`src/hw/sgmd_pkg.sv`:
```
// Shared constants and types of the signal modulator
package sgmd_pkg;

	// Register byte offsets on the AHB-Lite slave
	localparam logic [7:0] SGMD_OFS_CTRL = 8'h00;
	localparam logic [7:0] SGMD_OFS_SRC  = 8'h04;
	localparam logic [7:0] SGMD_OFS_CAR  = 8'h08;

	// Field positions of modulator_control
	localparam int unsigned SGMD_CTRL_ENABLE    = 15;
	localparam int unsigned SGMD_CTRL_IDLE_STOP = 13;
	localparam int unsigned SGMD_CTRL_OUT_EN    = 6;
	localparam int unsigned SGMD_CTRL_SLEW      = 5;
	localparam int unsigned SGMD_CTRL_OUT_POL   = 4;
	localparam int unsigned SGMD_CTRL_MAN_BIT   = 0;

	// Field positions of modulation_source_select
	localparam int unsigned SGMD_SRC_DISABLE = 7;
	localparam int unsigned SGMD_SRC_SEL_LSB = 0;

	// Field positions of carrier_select
	localparam int unsigned SGMD_CAR_H_DIS   = 15;
	localparam int unsigned SGMD_CAR_H_POL   = 14;
	localparam int unsigned SGMD_CAR_H_SYNC  = 13;
	localparam int unsigned SGMD_CAR_H_SEL   = 8;
	localparam int unsigned SGMD_CAR_L_DIS   = 7;
	localparam int unsigned SGMD_CAR_L_POL   = 6;
	localparam int unsigned SGMD_CAR_L_SYNC  = 5;
	localparam int unsigned SGMD_CAR_L_SEL   = 0;

	// Values after reset
	localparam logic       SGMD_RST_BIT   = 1'b0;
	localparam logic [3:0] SGMD_RST_CSEL  = 4'h0;

	// Modulation source codes
	localparam logic [3:0] SGMD_MS_MANUAL    = 4'h0;
	localparam logic [3:0] SGMD_MS_PIN       = 4'h1;
	localparam logic [3:0] SGMD_MS_SPI_BASE  = 4'h2;
	localparam logic [3:0] SGMD_MS_UART_BASE = 4'h4;
	localparam logic [3:0] SGMD_MS_PWM_BASE  = 4'h8;
	localparam logic [3:0] SGMD_MS_PWM_LAST  = 4'he;

	// Carrier source codes, shared by high and low carrier
	localparam logic [3:0] SGMD_CAR_GROUND   = 4'h0;
	localparam logic [3:0] SGMD_CAR_CIN1     = 4'h1;
	localparam logic [3:0] SGMD_CAR_CIN2     = 4'h2;
	localparam logic [3:0] SGMD_CAR_REFERENCE_CLOCK_OUT     = 4'h3;
	localparam logic [3:0] SGMD_CAR_PWM_BASE = 4'h4;
	localparam logic [3:0] SGMD_CAR_PWM_LAST = 4'ha;

	// All candidate sources, and also the per-source pin block vector
	typedef struct packed {
		logic [6:0] pwm;
		logic [3:0] uart;
		logic [1:0] spi;
		logic       reference_clock_out;
		logic       cin2;
		logic       cin1;
		logic       modin;
	} sgmd_src_t;

	// Conditioning settings of one carrier
	typedef struct packed {
		logic       out_dis;
		logic       pol;
		logic       sync;
		logic [3:0] sel;
	} sgmd_car_cfg_t;

endpackage

```
`src/hw/sgmd_ahb_slave.sv`:
```
// AHB-Lite slave front end for three 16-bit registers
`timescale 1ns/1ps
`default_nettype none
module sgmd_ahb_slave (
	input  wire logic        i_clk,
	input  wire logic        i_reset,
	input  wire logic        i_hsel,
	input  wire logic [31:0] i_haddr,
	input  wire logic [1:0]  i_htrans,
	input  wire logic        i_hwrite,
	input  wire logic [2:0]  i_hsize,
	input  wire logic [31:0] i_hwdata,
	input  wire logic        i_hready,
	input  wire logic [15:0] i_rd_ctrl,
	input  wire logic [15:0] i_rd_src,
	input  wire logic [15:0] i_rd_car,
	output logic             o_hreadyout,
	output logic             o_hresp,
	output logic [31:0]      o_hrdata,
	output logic             o_wr_en,
	output logic [7:0]       o_wr_ofs,
	output logic [15:0]      o_wr_data
);
	import sgmd_pkg::*;

	logic       wr_r, wr_nxt;
	logic       rd_r, rd_nxt;
	logic [7:0] ofs_r, ofs_nxt;
	logic       take;

	always_comb begin
		take = i_hsel && i_htrans[1] && i_hready;
		wr_nxt = take && i_hwrite;
		rd_nxt = take && !i_hwrite;
		ofs_nxt = take ? i_haddr[7:0] : ofs_r;
	end

	always_ff @(posedge i_clk) begin
		if (i_reset) begin
			wr_r <= 1'b0;
			rd_r <= 1'b0;
			ofs_r <= 8'h00;
		end else begin
			wr_r <= wr_nxt;
			rd_r <= rd_nxt;
			ofs_r <= ofs_nxt;
		end
	end

	// Zero wait states, always OKAY; unmapped reads give zero
	always_comb begin
		o_hreadyout = 1'b1;
		o_hresp = 1'b0;
		o_wr_en = wr_r;
		o_wr_ofs = ofs_r;
		o_wr_data = i_hwdata[15:0];
		o_hrdata = 32'h0000_0000;
		if (rd_r) begin
			unique case (ofs_r)
				SGMD_OFS_CTRL: o_hrdata = {16'h0000, i_rd_ctrl};
				SGMD_OFS_SRC:  o_hrdata = {16'h0000, i_rd_src};
				SGMD_OFS_CAR:  o_hrdata = {16'h0000, i_rd_car};
				default:       o_hrdata = 32'h0000_0000;
			endcase
		end
	end
endmodule
`default_nettype wire

```
`src/hw/sgmd_carrier_sel.sv`:
```
// Carrier source selection, polarity and pin block for one carrier
`timescale 1ns/1ps
`default_nettype none
module sgmd_carrier_sel (
	input  wire logic                  i_reset,
	input  wire sgmd_pkg::sgmd_car_cfg_t i_cfg,
	input  wire sgmd_pkg::sgmd_src_t    i_src,
	output logic                       o_carrier,
	output sgmd_pkg::sgmd_src_t         o_block
);
	import sgmd_pkg::*;

	logic      raw;
	logic [2:0] pwm_idx;
	sgmd_src_t hit;

	always_comb begin
		raw = 1'b0;
		hit = '0;
		pwm_idx = 3'(i_cfg.sel - SGMD_CAR_PWM_BASE);
		if (i_cfg.sel == SGMD_CAR_CIN1) begin
			raw = i_src.cin1;
			hit.cin1 = 1'b1;
		end else if (i_cfg.sel == SGMD_CAR_CIN2) begin
			raw = i_src.cin2;
			hit.cin2 = 1'b1;
		end else if (i_cfg.sel == SGMD_CAR_REFERENCE_CLOCK_OUT) begin
			raw = i_src.reference_clock_out;
			hit.reference_clock_out = 1'b1;
		end else if (i_cfg.sel >= SGMD_CAR_PWM_BASE && i_cfg.sel <= SGMD_CAR_PWM_LAST) begin
			raw = i_src.pwm[pwm_idx];
			hit.pwm[pwm_idx] = 1'b1;
		end
		// Ground and reserved codes leave raw at 0
		// Carrier polarity inversion
		o_carrier = raw ^ i_cfg.pol;
		o_block = (i_cfg.out_dis && !i_reset) ? hit : '0;
	end
endmodule
`default_nettype wire

```
`src/hw/sgmd_top.sv`:
```
// Signal modulator top: registers, source selection, carrier switching, output pin
`timescale 1ns/1ps
`default_nettype none
module sgmd_top (
	input  wire logic                i_clk,
	input  wire logic                i_reset,
	// AHB-Lite slave
	input  wire logic                i_hsel,
	input  wire logic [31:0]         i_haddr,
	input  wire logic [1:0]          i_htrans,
	input  wire logic                i_hwrite,
	input  wire logic [2:0]          i_hsize,
	input  wire logic [31:0]         i_hwdata,
	input  wire logic                i_hready,
	output logic                     o_hreadyout,
	output logic                     o_hresp,
	output logic [31:0]              o_hrdata,
	// Chip state and candidate sources
	input  wire logic                i_idle,
	input  wire sgmd_pkg::sgmd_src_t i_src,
	// Pin blocks toward peripheral output pins
	output sgmd_pkg::sgmd_src_t      o_pin_block,
	// Modulated output pin
	output logic                     o_modulated_out,
	output logic                     o_modulated_oe_n,
	output logic                     o_output_slew_limit
);
	import sgmd_pkg::*;

	// Control register fields
	logic          modulator_enable_r, modulator_enable_nxt;
	logic          idle_stop_r, idle_stop_nxt;
	logic          output_pin_enable_r, output_pin_enable_nxt;
	logic          output_slew_limit_r, output_slew_limit_nxt;
	logic          output_polarity_r, output_polarity_nxt;
	logic          manual_modulation_bit_r, manual_modulation_bit_nxt;
	// Source select fields
	logic          source_output_disable_r, source_output_disable_nxt;
	logic [3:0]    modulation_source_sel_r, modulation_source_sel_nxt;
	// Carrier select fields
	sgmd_car_cfg_t high_cfg_r, high_cfg_nxt;
	sgmd_car_cfg_t low_cfg_r, low_cfg_nxt;

	// Bus side
	logic          wr_en;
	logic [7:0]    wr_ofs;
	logic [15:0]   wr_data;
	logic [15:0]   rd_ctrl;
	logic [15:0]   rd_src;
	logic [15:0]   rd_car;

	// Datapath
	logic          high_carrier;
	logic          low_carrier;
	sgmd_src_t     high_block;
	sgmd_src_t     low_block;
	sgmd_src_t     mod_hit;
	logic          mod_sig;
	logic [2:0]    mod_idx;
	logic          running;
	logic          high_fall;
	logic          low_fall;
	logic          gated;

	// Switching state
	logic          use_high_r, use_high_nxt;
	logic          high_prev_r, high_prev_nxt;
	logic          low_prev_r, low_prev_nxt;
	logic          mod_out_r, mod_out_nxt;

	sgmd_ahb_slave u_bus (
		.i_clk       (i_clk),
		.i_reset     (i_reset),
		.i_hsel      (i_hsel),
		.i_haddr     (i_haddr),
		.i_htrans    (i_htrans),
		.i_hwrite    (i_hwrite),
		.i_hsize     (i_hsize),
		.i_hwdata    (i_hwdata),
		.i_hready    (i_hready),
		.i_rd_ctrl   (rd_ctrl),
		.i_rd_src    (rd_src),
		.i_rd_car    (rd_car),
		.o_hreadyout (o_hreadyout),
		.o_hresp     (o_hresp),
		.o_hrdata    (o_hrdata),
		.o_wr_en     (wr_en),
		.o_wr_ofs    (wr_ofs),
		.o_wr_data   (wr_data)
	);

	// Register write decode
	always_comb begin
		modulator_enable_nxt = modulator_enable_r;
		idle_stop_nxt = idle_stop_r;
		output_pin_enable_nxt = output_pin_enable_r;
		output_slew_limit_nxt = output_slew_limit_r;
		output_polarity_nxt = output_polarity_r;
		manual_modulation_bit_nxt = manual_modulation_bit_r;
		source_output_disable_nxt = source_output_disable_r;
		modulation_source_sel_nxt = modulation_source_sel_r;
		high_cfg_nxt = high_cfg_r;
		low_cfg_nxt = low_cfg_r;
		if (wr_en && wr_ofs == SGMD_OFS_CTRL) begin
			modulator_enable_nxt = wr_data[SGMD_CTRL_ENABLE];
			idle_stop_nxt = wr_data[SGMD_CTRL_IDLE_STOP];
			output_pin_enable_nxt = wr_data[SGMD_CTRL_OUT_EN];
			output_slew_limit_nxt = wr_data[SGMD_CTRL_SLEW];
			output_polarity_nxt = wr_data[SGMD_CTRL_OUT_POL];
			manual_modulation_bit_nxt = wr_data[SGMD_CTRL_MAN_BIT];
		end
		if (wr_en && wr_ofs == SGMD_OFS_SRC) begin
			source_output_disable_nxt = wr_data[SGMD_SRC_DISABLE];
			modulation_source_sel_nxt = wr_data[SGMD_SRC_SEL_LSB +: 4];
		end
		if (wr_en && wr_ofs == SGMD_OFS_CAR) begin
			high_cfg_nxt.out_dis = wr_data[SGMD_CAR_H_DIS];
			high_cfg_nxt.pol = wr_data[SGMD_CAR_H_POL];
			high_cfg_nxt.sync = wr_data[SGMD_CAR_H_SYNC];
			high_cfg_nxt.sel = wr_data[SGMD_CAR_H_SEL +: 4];
			low_cfg_nxt.out_dis = wr_data[SGMD_CAR_L_DIS];
			low_cfg_nxt.pol = wr_data[SGMD_CAR_L_POL];
			low_cfg_nxt.sync = wr_data[SGMD_CAR_L_SYNC];
			low_cfg_nxt.sel = wr_data[SGMD_CAR_L_SEL +: 4];
		end
	end

	always_ff @(posedge i_clk) begin
		if (i_reset) begin
			modulator_enable_r <= SGMD_RST_BIT;
			idle_stop_r <= SGMD_RST_BIT;
			output_pin_enable_r <= SGMD_RST_BIT;
			output_slew_limit_r <= SGMD_RST_BIT;
			output_polarity_r <= SGMD_RST_BIT;
			manual_modulation_bit_r <= SGMD_RST_BIT;
			// Source disable cleared by reset, loaded from bit 7 by a write to the source register
			source_output_disable_r <= SGMD_RST_BIT;
			high_cfg_r <= '{out_dis: SGMD_RST_BIT, pol: SGMD_RST_BIT, sync: SGMD_RST_BIT, sel: SGMD_RST_CSEL};
			low_cfg_r <= '{out_dis: SGMD_RST_BIT, pol: SGMD_RST_BIT, sync: SGMD_RST_BIT, sel: SGMD_RST_CSEL};
		end else begin
			modulator_enable_r <= modulator_enable_nxt;
			idle_stop_r <= idle_stop_nxt;
			output_pin_enable_r <= output_pin_enable_nxt;
			output_slew_limit_r <= output_slew_limit_nxt;
			output_polarity_r <= output_polarity_nxt;
			manual_modulation_bit_r <= manual_modulation_bit_nxt;
			source_output_disable_r <= source_output_disable_nxt;
			high_cfg_r <= high_cfg_nxt;
			low_cfg_r <= low_cfg_nxt;
		end
	end

	// Source field keeps its value through reset
	always_ff @(posedge i_clk) begin
		modulation_source_sel_r <= modulation_source_sel_nxt;
	end

	// Read back
	always_comb begin
		rd_ctrl = 16'h0000;
		rd_ctrl[SGMD_CTRL_ENABLE] = modulator_enable_r;
		rd_ctrl[SGMD_CTRL_IDLE_STOP] = idle_stop_r;
		rd_ctrl[SGMD_CTRL_OUT_EN] = output_pin_enable_r;
		rd_ctrl[SGMD_CTRL_SLEW] = output_slew_limit_r;
		rd_ctrl[SGMD_CTRL_OUT_POL] = output_polarity_r;
		rd_ctrl[SGMD_CTRL_MAN_BIT] = manual_modulation_bit_r;
		rd_src = 16'h0000;
		rd_src[SGMD_SRC_DISABLE] = source_output_disable_r;
		rd_src[SGMD_SRC_SEL_LSB +: 4] = modulation_source_sel_r;
		rd_car = 16'h0000;
		rd_car[SGMD_CAR_H_DIS] = high_cfg_r.out_dis;
		rd_car[SGMD_CAR_H_POL] = high_cfg_r.pol;
		rd_car[SGMD_CAR_H_SYNC] = high_cfg_r.sync;
		rd_car[SGMD_CAR_H_SEL +: 4] = high_cfg_r.sel;
		rd_car[SGMD_CAR_L_DIS] = low_cfg_r.out_dis;
		rd_car[SGMD_CAR_L_POL] = low_cfg_r.pol;
		rd_car[SGMD_CAR_L_SYNC] = low_cfg_r.sync;
		rd_car[SGMD_CAR_L_SEL +: 4] = low_cfg_r.sel;
	end

	// Both carriers share one selector design
	sgmd_carrier_sel u_high (
		.i_reset   (i_reset),
		.i_cfg     (high_cfg_r),
		.i_src     (i_src),
		.o_carrier (high_carrier),
		.o_block   (high_block)
	);

	sgmd_carrier_sel u_low (
		.i_reset   (i_reset),
		.i_cfg     (low_cfg_r),
		.i_src     (i_src),
		.o_carrier (low_carrier),
		.o_block   (low_block)
	);

	always_comb begin
		mod_sig = 1'b0;
		mod_hit = '0;
		mod_idx = 3'h0;
		if (modulation_source_sel_r == SGMD_MS_MANUAL) begin
			mod_sig = manual_modulation_bit_r;
		end else if (modulation_source_sel_r == SGMD_MS_PIN) begin
			mod_sig = i_src.modin;
		end else if (modulation_source_sel_r < SGMD_MS_UART_BASE) begin
			mod_idx = 3'(modulation_source_sel_r - SGMD_MS_SPI_BASE);
			mod_sig = i_src.spi[mod_idx[0]];
			mod_hit.spi[mod_idx[0]] = 1'b1;
		end else if (modulation_source_sel_r < SGMD_MS_PWM_BASE) begin
			mod_idx = 3'(modulation_source_sel_r - SGMD_MS_UART_BASE);
			mod_sig = i_src.uart[mod_idx[1:0]];
			mod_hit.uart[mod_idx[1:0]] = 1'b1;
		end else if (modulation_source_sel_r <= SGMD_MS_PWM_LAST) begin
			mod_idx = 3'(modulation_source_sel_r - SGMD_MS_PWM_BASE);
			mod_sig = i_src.pwm[mod_idx];
			mod_hit.pwm[mod_idx] = 1'b1;
		end
	end

	// Pin blocks from all three selections
	always_comb begin
		o_pin_block = high_block | low_block;
		if (source_output_disable_r && !i_reset) begin
			o_pin_block = o_pin_block | mod_hit;
		end
	end

	// Carrier switching and output
	always_comb begin
		// Run only when enabled and not stopped in idle
		running = modulator_enable_r && !(idle_stop_r && i_idle);
		high_fall = high_prev_r && !high_carrier;
		low_fall = low_prev_r && !low_carrier;
		use_high_nxt = use_high_r;
		high_prev_nxt = high_prev_r;
		low_prev_nxt = low_prev_r;
		mod_out_nxt = mod_out_r;
		gated = 1'b0;
		if (!modulator_enable_r) begin
			use_high_nxt = 1'b0;
			high_prev_nxt = 1'b0;
			low_prev_nxt = 1'b0;
			mod_out_nxt = output_polarity_r;
		end else if (running) begin
			high_prev_nxt = high_carrier;
			low_prev_nxt = low_carrier;
			if (mod_sig && !use_high_r) begin
				use_high_nxt = !low_cfg_r.sync || low_fall;
			end else if (!mod_sig && use_high_r) begin
				use_high_nxt = high_cfg_r.sync && !high_fall;
			end
			// Selected carrier: high carrier while use_high_nxt, else low carrier
			gated = (use_high_nxt && high_carrier) || (!use_high_nxt && low_carrier);
			mod_out_nxt = gated ^ output_polarity_r;
		end
	end

	always_ff @(posedge i_clk) begin
		if (i_reset) begin
			use_high_r <= 1'b0;
			high_prev_r <= 1'b0;
			low_prev_r <= 1'b0;
			mod_out_r <= 1'b0;
		end else begin
			use_high_r <= use_high_nxt;
			high_prev_r <= high_prev_nxt;
			low_prev_r <= low_prev_nxt;
			mod_out_r <= mod_out_nxt;
		end
	end

	// Pin driven only when output enabled
	always_comb begin
		o_modulated_out = mod_out_r;
		o_modulated_oe_n = !output_pin_enable_r;
		o_output_slew_limit = output_slew_limit_r;
	end
endmodule
`default_nettype wire
```
`config.mk`:
```
export PLATFORM = sky130hd
export DESIGN_NAME = sgmd_top
export DESIGN_NICKNAME = d
export VERILOG_FILES = /design/src/hw/sgmd_pkg.sv /design/src/hw/sgmd_ahb_slave.sv /design/src/hw/sgmd_carrier_sel.sv /design/src/hw/sgmd_top.sv
export SDC_FILE = /design/constraint.sdc
export NUM_CORES = 1
export LEC_CHECK = 0
export BUFFER_PORTS_ARGS = -buffer_cell sky130_fd_sc_hd__buf_2
export CORE_ASPECT_RATIO = 0.75
export CORE_MARGIN = 3
export CORE_UTILIZATION = 24
export DETAILED_ROUTE_END_ITERATION = 6
export MAX_ROUTING_LAYER = met4
export PLACE_DENSITY_LB_ADDON = 0.12
export SLEW_MARGIN = 20
export SYNTH_ARGS = -nofsm -noshare
export SYNTH_HDL_FRONTEND = slang
export SYNTH_HIERARCHICAL = 1
export SYNTH_SLANG_ARGS = --single-unit
```
`constraint.sdc`:
```
create_clock -name i_clk -period 3.2 [get_ports i_clk]
set_clock_uncertainty 0.05 [all_clocks]
set_input_delay 0.48 -clock i_clk [delete_from_list [all_inputs] [get_ports i_clk]]
set_output_delay 0.48 -clock i_clk [all_outputs]
set_load 0.01 [all_outputs]
```
==> results.md, run 1 <==
- Clk buf depth: 2
- CP Cell Sequence: buf_4 -> a21boi_0 -> o21a_1 -> o41ai_1 -> a21oi_1 -> xnor2_1 -> nand2b_1 -> a31o_2 -> a2111oi_4 -> buf_4 -> a211oi_4 -> mux2i_1 -> nand3_1
- First DRT Iteration DRCs: 80
- Ports: 146
- Final setup TNS: 0 ps
- Max-Cap Viols: 0
- Vias in the first global route: 2711
- Vias per cell: approximately 4.3
- Status: complete, no violations
- Input/output buffers: 80
- Area grow syn2layout: 19.56%
- Post-Synthesis Cell Area: 3212 um2
- Die ar.: 14820 um2
- Startpoint Class: flop
- Crit path required time: 3290 ps
- Worst Path Buf+Inv: 2
- Die Ht: 106.2 um
- Met1 usage: 18.52%
- Fin nets: 575
- Initial antenna violation count: 1
- Critical path's slowest cell: o41ai_1
- Htree depth: 2
- CORE AREA: 12660 um2
- Maximum vdd drop: ~0.16 mV
- Clock-pin transition on the worst setup and hold timing paths: 60 ps
- Wire per inst: 14.33 um
- Synth warn: 6
- Final antenna-violating net count: 0
- M2 GR Usage: 18.69%
- # clock sinks: 39
- Post-route clock period utilization: around 92%
- Highest clock rate: 0.3380 GHz
- Gr busiest metal: met2
- CP top delay family: compound AO/OA/AOI/OAI gates
- GPL Wtd Cong: 0.8225
- Measured slew at the worst slew-check pin: approximately 780 ps
- Via count: ~2800
- GRT overflow: 0
- First-pass GRT wire length: about 15 mm
- Num CTS Buffers: 5
- Most frequent CP cell: buf_4
- Setup CP Type: flop to flop
- Slew headroom: roughly half
- Setup crit end kind: flop
- CTS tree: done
- HPWL after DPL: 7.309 mm
- CP Data Arrival Time: 3050 ps
- Leakage: 1.671 nW
- Overall Power: 1.213 mW
- Layout cells sized above 1: 26.65%
- Cell row count: 35
- Final WL: roughly 9.3 mm
- Hold buffer count at cts: 0
- Final Critical Period: 2958 ps
- Drt pass-1 iters: 4
- PD cells: 315.9 nW/um2
- Unrepaired setup endpoints after global routing: false
- Pin count of the biggest net entering global routing: 31
- Drc violations: 0
- Worst hold path class: input pin to flop
- CP max FO: 9
- Min Hold Slack: 326.7 ps
- Setup-failing EPs final: 0
- Syn Inst Count: slightly below 400
- Post-CTS Setup Inserts: 0
- Slew Viols, Final: 0
- Syn Area/Cell: 8.131 um2
- Global routing usage on met3: 2.968%
- Worst skew pair latency: 280 ps
- Die Wd: approximately 140 um
- Tot GR Track Use: 12.91%
- Crit-path max cell delay: 370 ps
- Hold Vio Cnt, Final: 0
- Root Buffer: clkbuf_16
- Initial Util: approximately a quarter
layout by cell type, fill, tap and decap left out, types with 2 or more instances in the layout:
cell type / instances
a211o_1: 8
a211oi_1: 2
a21boi_0: 2
a21oi_1: 19
a21oi_2: 10
a311o_1: 3
buf_2: 80
buf_4: 15
clkbuf_16: 5
conb_1: 55
dfxtp_1: 35
edfxtp_1: 4
inv_1: 4
mux2i_1: 44
mux4_1: 2
nand2_1: 48
nand2b_1: 4
nand3_1: 10
nand3b_1: 3
nor2_1: 40
nor2b_1: 4
nor3_1: 15
nor3b_1: 8
nor4_1: 2
nor4b_1: 3
o21a_1: 2
o21ai_0: 4
o41ai_1: 2
or2_0: 6
or2_1: 10
or2_2: 4
or2b_1: 4
or3b_2: 2
xnor2_1: 4
routing by layer:
metal	wire (um)	vias up	part of all wire (%)
met5	0	-	0
met4	63	0	0.68
met3	453	6	4.9
met2	3880	64	42
met1	4930	1275	53
li1	-	1444	-
what timing repair did:
action,in CTS,in global routing
gates resized for setup,0,2
endpoints found under the setup margin,0,1
hold endpoints to repair,0,0
final cells by class:
class,instances,area [um2]
fill,1394,8816
multi-input combinational,338,2107
sequential,39,820.8
timing repair buffer,95,513.0
tap,166,207.7
clock buffer,6,138.9
clock inverter,2,35.03
inverter,4,15.01
antenna,1,2.502
worst reg2reg max path, delay by kind of cell (launching register included):
kind | cells | cell delay, ps
and+or+nand+nor | 2 | 270
muxes | 1 | 180
DFF | 1 | 310
buffers and inverters | 2 | 340
xor gates and xnor gates | 1 | 180
AOI/OAI and AO/OA | 7 | 1490
registers in the layout, summed over array words and instances, names as in the netlist:
signal                   cells
u_bus/o_wr_ofs               8
high_cfg_r                   7
low_cfg_r                    7
modulation_source_sel_r      4
high_prev_r                  1
idle_stop_r                  1
low_prev_r                   1
manual_modulation_bit_r      1
modulator_enable_r           1
o_modulated_out              1
o_output_slew_limit          1
output_pin_enable_r          1
output_polarity_r            1
source_output_disable_r      1
u_bus/o_wr_en                1
u_bus/rd_r                   1
use_high_r                   1
power by group:
group | switching, mW | total (mW) | internal, mW
sequential | 0.00843 | 0.507 | 0.499
clock | 0.191 | 0.578 | 0.387
combinational | 0.0720 | 0.128 | 0.0557
worst paths after layout:
check	from	end	slack, ps	cells past startpoint
setup / recovery	high_cfg_r[0]	o_modulated_out	240	13
setup reg to reg	high_cfg_r[0]	o_modulated_out	240	13
hold / removal	i_hwrite	u_bus/rd_r	330	2
hold reg to reg	low_prev_r	low_prev_r	430	2
per-stage QoR:
step	utilization (%)	std cells	setup WS (ps)	area (um2)
final	30.34	651	241.7	3840
after global routing	30.34	651	58.94	3840
after CTS	30.20	650	213.6	3822
after detailed placement	28.83	642	32.42	3649
after global placement	28.83	642	49.58	3649
after floorplan	-	445	446.5	3400
No activity file was read; power rests on OpenSTA's default activity.
==> run 2: changes to the inputs <==
--- a/config.mk
+++ b/config.mk
@@ -11,7 +11,7 @@
 export CORE_UTILIZATION = 24
 export DETAILED_ROUTE_END_ITERATION = 6
 export MAX_ROUTING_LAYER = met4
-export PLACE_DENSITY_LB_ADDON = 0.12
+export PLACE_DENSITY = 0.44
 export SLEW_MARGIN = 20
 export SYNTH_ARGS = -nofsm -noshare
 export SYNTH_HDL_FRONTEND = slang
==> results.md, run 2 (synthesized netlist as in run 1, its figures left out) <==
- Drt pass-1 iters: 4
- Unrepaired setup endpoints after global routing: false
- Die Ht: 106.2 um
- Clk buf depth: 2
- Area grow syn2layout: 19.36%
- Post-cts resize count: 0
- Fin area: 3834 um2
- Setup CP Type: flop to flop
- # fillers: 1374
- Max-Cap Viols: 0
- Final setup TNS: 0 ps
- Input/output buffers: 80
- Highest clock rate: 0.3382 GHz
- # clock sinks: 39
- Hold Vio Cnt, Final: 0
- Final WL: 9.231 mm
- Clock-pin transition on the worst setup and hold timing paths: about 60 ps
- Via count: 2807
- Initial Util: 25.38%
- Commonest cells after routing, fill and taps aside: buf_2 (80), conb_1 (55), nand2_1 (48)
- Status: complete, no violations
- Measured slew at the worst slew-check pin: 695.4 ps
- Worst Reg2Reg Path Length in Cells: 12
- Post-route clock period utilization: 92.40%
- Commonest non-fill, non-tap cell in the layout: buf_2
- Startpoint Class: flop
- CP max FO: 2
- First DRT Iteration DRCs: 126
- Crit path required time: 3300 ps
- Root Buffer: clkbuf_16
- Tot GR Track Use: 12.53%
- CORE AREA: 12660 um2
- Die ar.: 14820 um2
- Num CTS Buffers: 5
- HPWL after DPL: 7.277 mm
- Hold buffer count at cts: 0
- Ports: 146
- Slew headroom: a little over half
- Max FFs per register: 8
- Final antenna-violating net count: 0
- Maximum vdd drop: 0.1779 mV
- Die Wd: 139.6 um
- Drc violations: 0
- Vias in the first global route: 2635
- Leakage: 1.672 nW
- CP Data Arrival Time: 3050 ps
- PD cells: around 310 nW/um2
- Hold path cells: 2
- Layout cells sized above 1: 26.60%
- Setup-failing EPs final: 0
- Pin count of the biggest net entering global routing: 30
- Htree depth: 2
- Fin nets: 576
- Vias per cell: 4.299
- First-pass GRT wire length: 14.42 mm
- Initial antenna violation count: 2
- Final Critical Period: 2957 ps
- Cell row count: 35
- Setup crit end kind: flop
- Worst skew pair latency: approximately 280 ps
- GPL Wtd Cong: 0.8029
- Wire per inst: 14.14 um
- Worst hold path class: input pin to flop
- DP Area: between 3000 and 4000 um2
- GRT overflow: 0
- CTS tree: done
- Min Hold Slack: 321.2 ps
- Slew Viols, Final: 0
- Post-CTS Setup Inserts: 0
-- run 2: cell types whose count changed in the layout (fill, tap and decap cells not counted), sizes merged --
cell,change
buf,+1
bufinv,-1
clkbuf,+1
clkinv,-1
diode,+1
inv,+1
-- run 2: power by group --
part	switching, mW	total [mW]	leakage [nW]	internal (mW)
sequential	0.00559	0.504	0.319	0.498
combinational	0.0740	0.130	1.27	0.0560
clock	0.203	0.564	0.0857	0.360
-- run 2: area by class of cell --
class                   instances  area [um2]  share of cell area [%]
multi-input cells             338        2092                   54.57
flip-flops and latches         39       820.8                   21.41
repair buffers                 96       520.5                   13.58
well taps                     166       207.7                   5.418
clock buffers                   7       163.9                   4.275
inverters                       4       15.01                  0.3916
clock inverters                 1       8.758                  0.2285
diodes                          2       5.005                  0.1305
-- run 2: worst paths after layout --
kind | start | endpoint | slack, ps
hold reg to reg | u_bus/o_wr_ofs[5] | u_bus/o_wr_ofs[5] | 430
setup reg to reg | high_cfg_r[0] | o_modulated_out | 240
setup / recovery | high_cfg_r[0] | o_modulated_out | 240
hold / removal | i_hwrite | u_bus/rd_r | 320
-- run 2: metrics by stage --
stage	total power, mW	utilization (%)	instances	setup slack [ps]
floorplan	0.6327	-	445	446.5
global placement	0.6424	28.89	643	19.95
detailed placement	0.6439	28.89	643	49.35
CTS	1.208	30.25	651	223.2
global route	1.255	30.29	653	19.50
finish	1.198	30.29	653	243.1
-- run 2: critical path, cell delays in order (launching register included) --
cell,delay [ps]
dfxtp_1,350
mux4_1,550
nor2_1,100
o41ai_1,80
a21oi_1,290
xnor2_1,140
nand2b_1,170
a31o_2,250
a2111oi_2,360
buf_4,190
a211oi_4,40
mux2i_1,160
nand3_1,100
-- run 2: layer usage --
metal  GRT usage [%]  routed length [um]
met5               -                   0
met3           3.192                 532
met1           17.61                4625
met2           18.38                4012
met4           2.282                  61
==> run 3: changes to the inputs <==
--- a/config.mk
+++ b/config.mk
@@ -5,7 +5,7 @@
 export SDC_FILE = /design/constraint.sdc
 export NUM_CORES = 1
 export LEC_CHECK = 0
-export BUFFER_PORTS_ARGS = -buffer_cell sky130_fd_sc_hd__buf_2
+export BUFFER_PORTS_ARGS = -buffer_cell sky130_fd_sc_hd__clkbuf_2
 export CORE_ASPECT_RATIO = 0.75
 export CORE_MARGIN = 3
 export CORE_UTILIZATION = 24
==> results.md, run 3 (synthesized netlist as in run 1, its figures left out) <==
- Highest clock rate: 0.3346 GHz
- GPL Wtd Cong: 0.8123
- Final WS setup: 210.9 ps
- Global routing usage on met3: 3.058%
- # fillers: 1398
- Fin area: 3826 um2
- Final Critical Period: 2989 ps
- DP Area: between 3000 and 4000 um2
- Met1 usage: 17.85%
- Gr busiest metal: met2
- Input/output buffers: 80
- Startpoint Class: flop
- Via count: ~2800
- Multi-input gate area: 2092 um2
- First-pass GRT wire length: 14.73 mm
- Inst Count DP: roughly 640
- Setup CP Type: flop to flop
- Critical path's slowest cell: mux4_1
- CP max FO: 2
- First DRT Iteration DRCs: 191
- Cell row count: 35
- CP Cell Sequence: mux4_1 -> nor2_1 -> o41ai_1 -> a21oi_1 -> xnor2_1 -> nand2b_1 -> a31o_2 -> a2111oi_2 -> buf_4 -> a211oi_4 -> mux2i_1 -> nand3_1
- Crit path required time: 3300 ps
- Slew Viols, Final: 0
- CORE AREA: between 10000 and 15000 um2
- Worst skew pair latency: between 200 and 300 ps
- Setup crit end kind: flop
- Max-Cap Viols: 0
- Die Wd: 139.6 um
- Initial Util: between 20% and 30%
- Leakage: 1.658 nW
- Die Ht: ~110 um
- Dpl ws: ~8.7 ps
- Final setup TNS: 0 ps
- Initial antenna violation count: 2
- Post-cts resize count: 0
- Fin nets: 575
- Root Buffer: clkbuf_16
- Vias per cell: 4.360
- Status: complete, no violations
- Hold buffer count at cts: 0
- Clk buf depth: 2
- Layout cells sized above 1: approximately a quarter
- Area grow syn2layout: 19.13%
- PD cells: 312.1 nW/um2
- Hold Vio Cnt, Final: 0
- Maximum vdd drop: 0.2657 mV
- Drc violations: 0
- M2 GR Usage: 19.07%
- Util after Layout: 30.23%
- Clock-pin transition on the worst setup and hold timing paths: 60 ps
- Slew headroom: a little under three fifths
- Final WL: between 9 and 10 mm
- Max FFs per register: 8
- Tot GR Track Use: 12.75%
- Post-Layout Cell Count: approximately 650
- Commonest non-fill, non-tap cell in the layout: clkbuf_2
- Htree depth: 2
- FF+latch area: 820.8 um2
- Unrepaired setup endpoints after global routing: false
- Post-CTS Setup Inserts: 0
- Commonest cells after routing, fill and taps aside: clkbuf_2 (80), conb_1 (55), nand2_1 (48)
- Crit-path max cell delay: 560 ps
- GRT overflow: 0
- Worst hold path class: input pin to flop
- CTS tree: done
- Ports: about 150
- Final antenna-violating net count: 0
- Measured slew at the worst slew-check pin: around 670 ps
- Wire per inst: 14.22 um
- # clock sinks: 39
- Drt pass-1 iters: 4
- Die ar.: approximately 15000 um2
- Pin count of the biggest net entering global routing: 30
- Post-route clock period utilization: 93.41%
- Vias in the first global route: 2714
- Num CTS Buffers: 5
- CP Data Arrival Time: 3090 ps
- Setup-failing EPs final: 0
- HPWL after DPL: about 7.3 mm
## run 3: power by group
group	internal, mW	total, mW	leakage [nW]	switching [mW]
clock	0.360	0.560	0.0857	0.200
sequential	0.498	0.504	0.319	0.00596
combinational	0.0552	0.130	1.25	0.0747
## run 3: final cells by class
class	instances	share of cell area, %
Inverter	4	0.3924
Timing Repair Buffer	95	13.41
Clock inverter	1	0.2289
Multi-Input combinational cell	338	54.68
Tap cell	166	5.428
Antenna cell	2	0.1308
Clock buffer	7	4.284
Sequential cell	39	21.45
## run 3: worst max-delay path, delay by kind of cell (launching register included)
| family | cells | cell delay, ps |
|---|---|---|
| buffers and inverters | 1 | 190 |
| AND/OR/NAND/NOR | 3 | 360 |
| AO/OA/AOI/OAI | 5 | 1050 |
| multiplexers | 2 | 740 |
| flip-flops | 1 | 340 |
| XOR/XNOR | 1 | 130 |
## run 3: worst paths after layout
path,depth (start not counted),slack [ps],from,to
max,12,210,high_cfg_r[0],o_modulated_out
min,2,320,i_hwrite,u_bus/rd_r
max reg2reg,12,210,high_cfg_r[0],o_modulated_out
min reg2reg,2,430,u_bus/o_wr_ofs[5],u_bus/o_wr_ofs[5]
## run 3: stage by stage
stage | power, mW | hold WS (ps)
after global routing | 1.250 | 324.2
after floorplan | 0.6327 | 399.1
final | 1.194 | 321.7
after detailed placement | 0.6437 | 425.8
after global placement | 0.6417 | 415.1
after CTS | 1.209 | 314.3
## run 3: metal layers
layer | up-vias | routed length (um)
li1 | 1450 | -
met1 | 1326 | 4509
met2 | 65 | 4118
met3 | 2 | 599
met4 | 0 | 43
met5 | - | 0
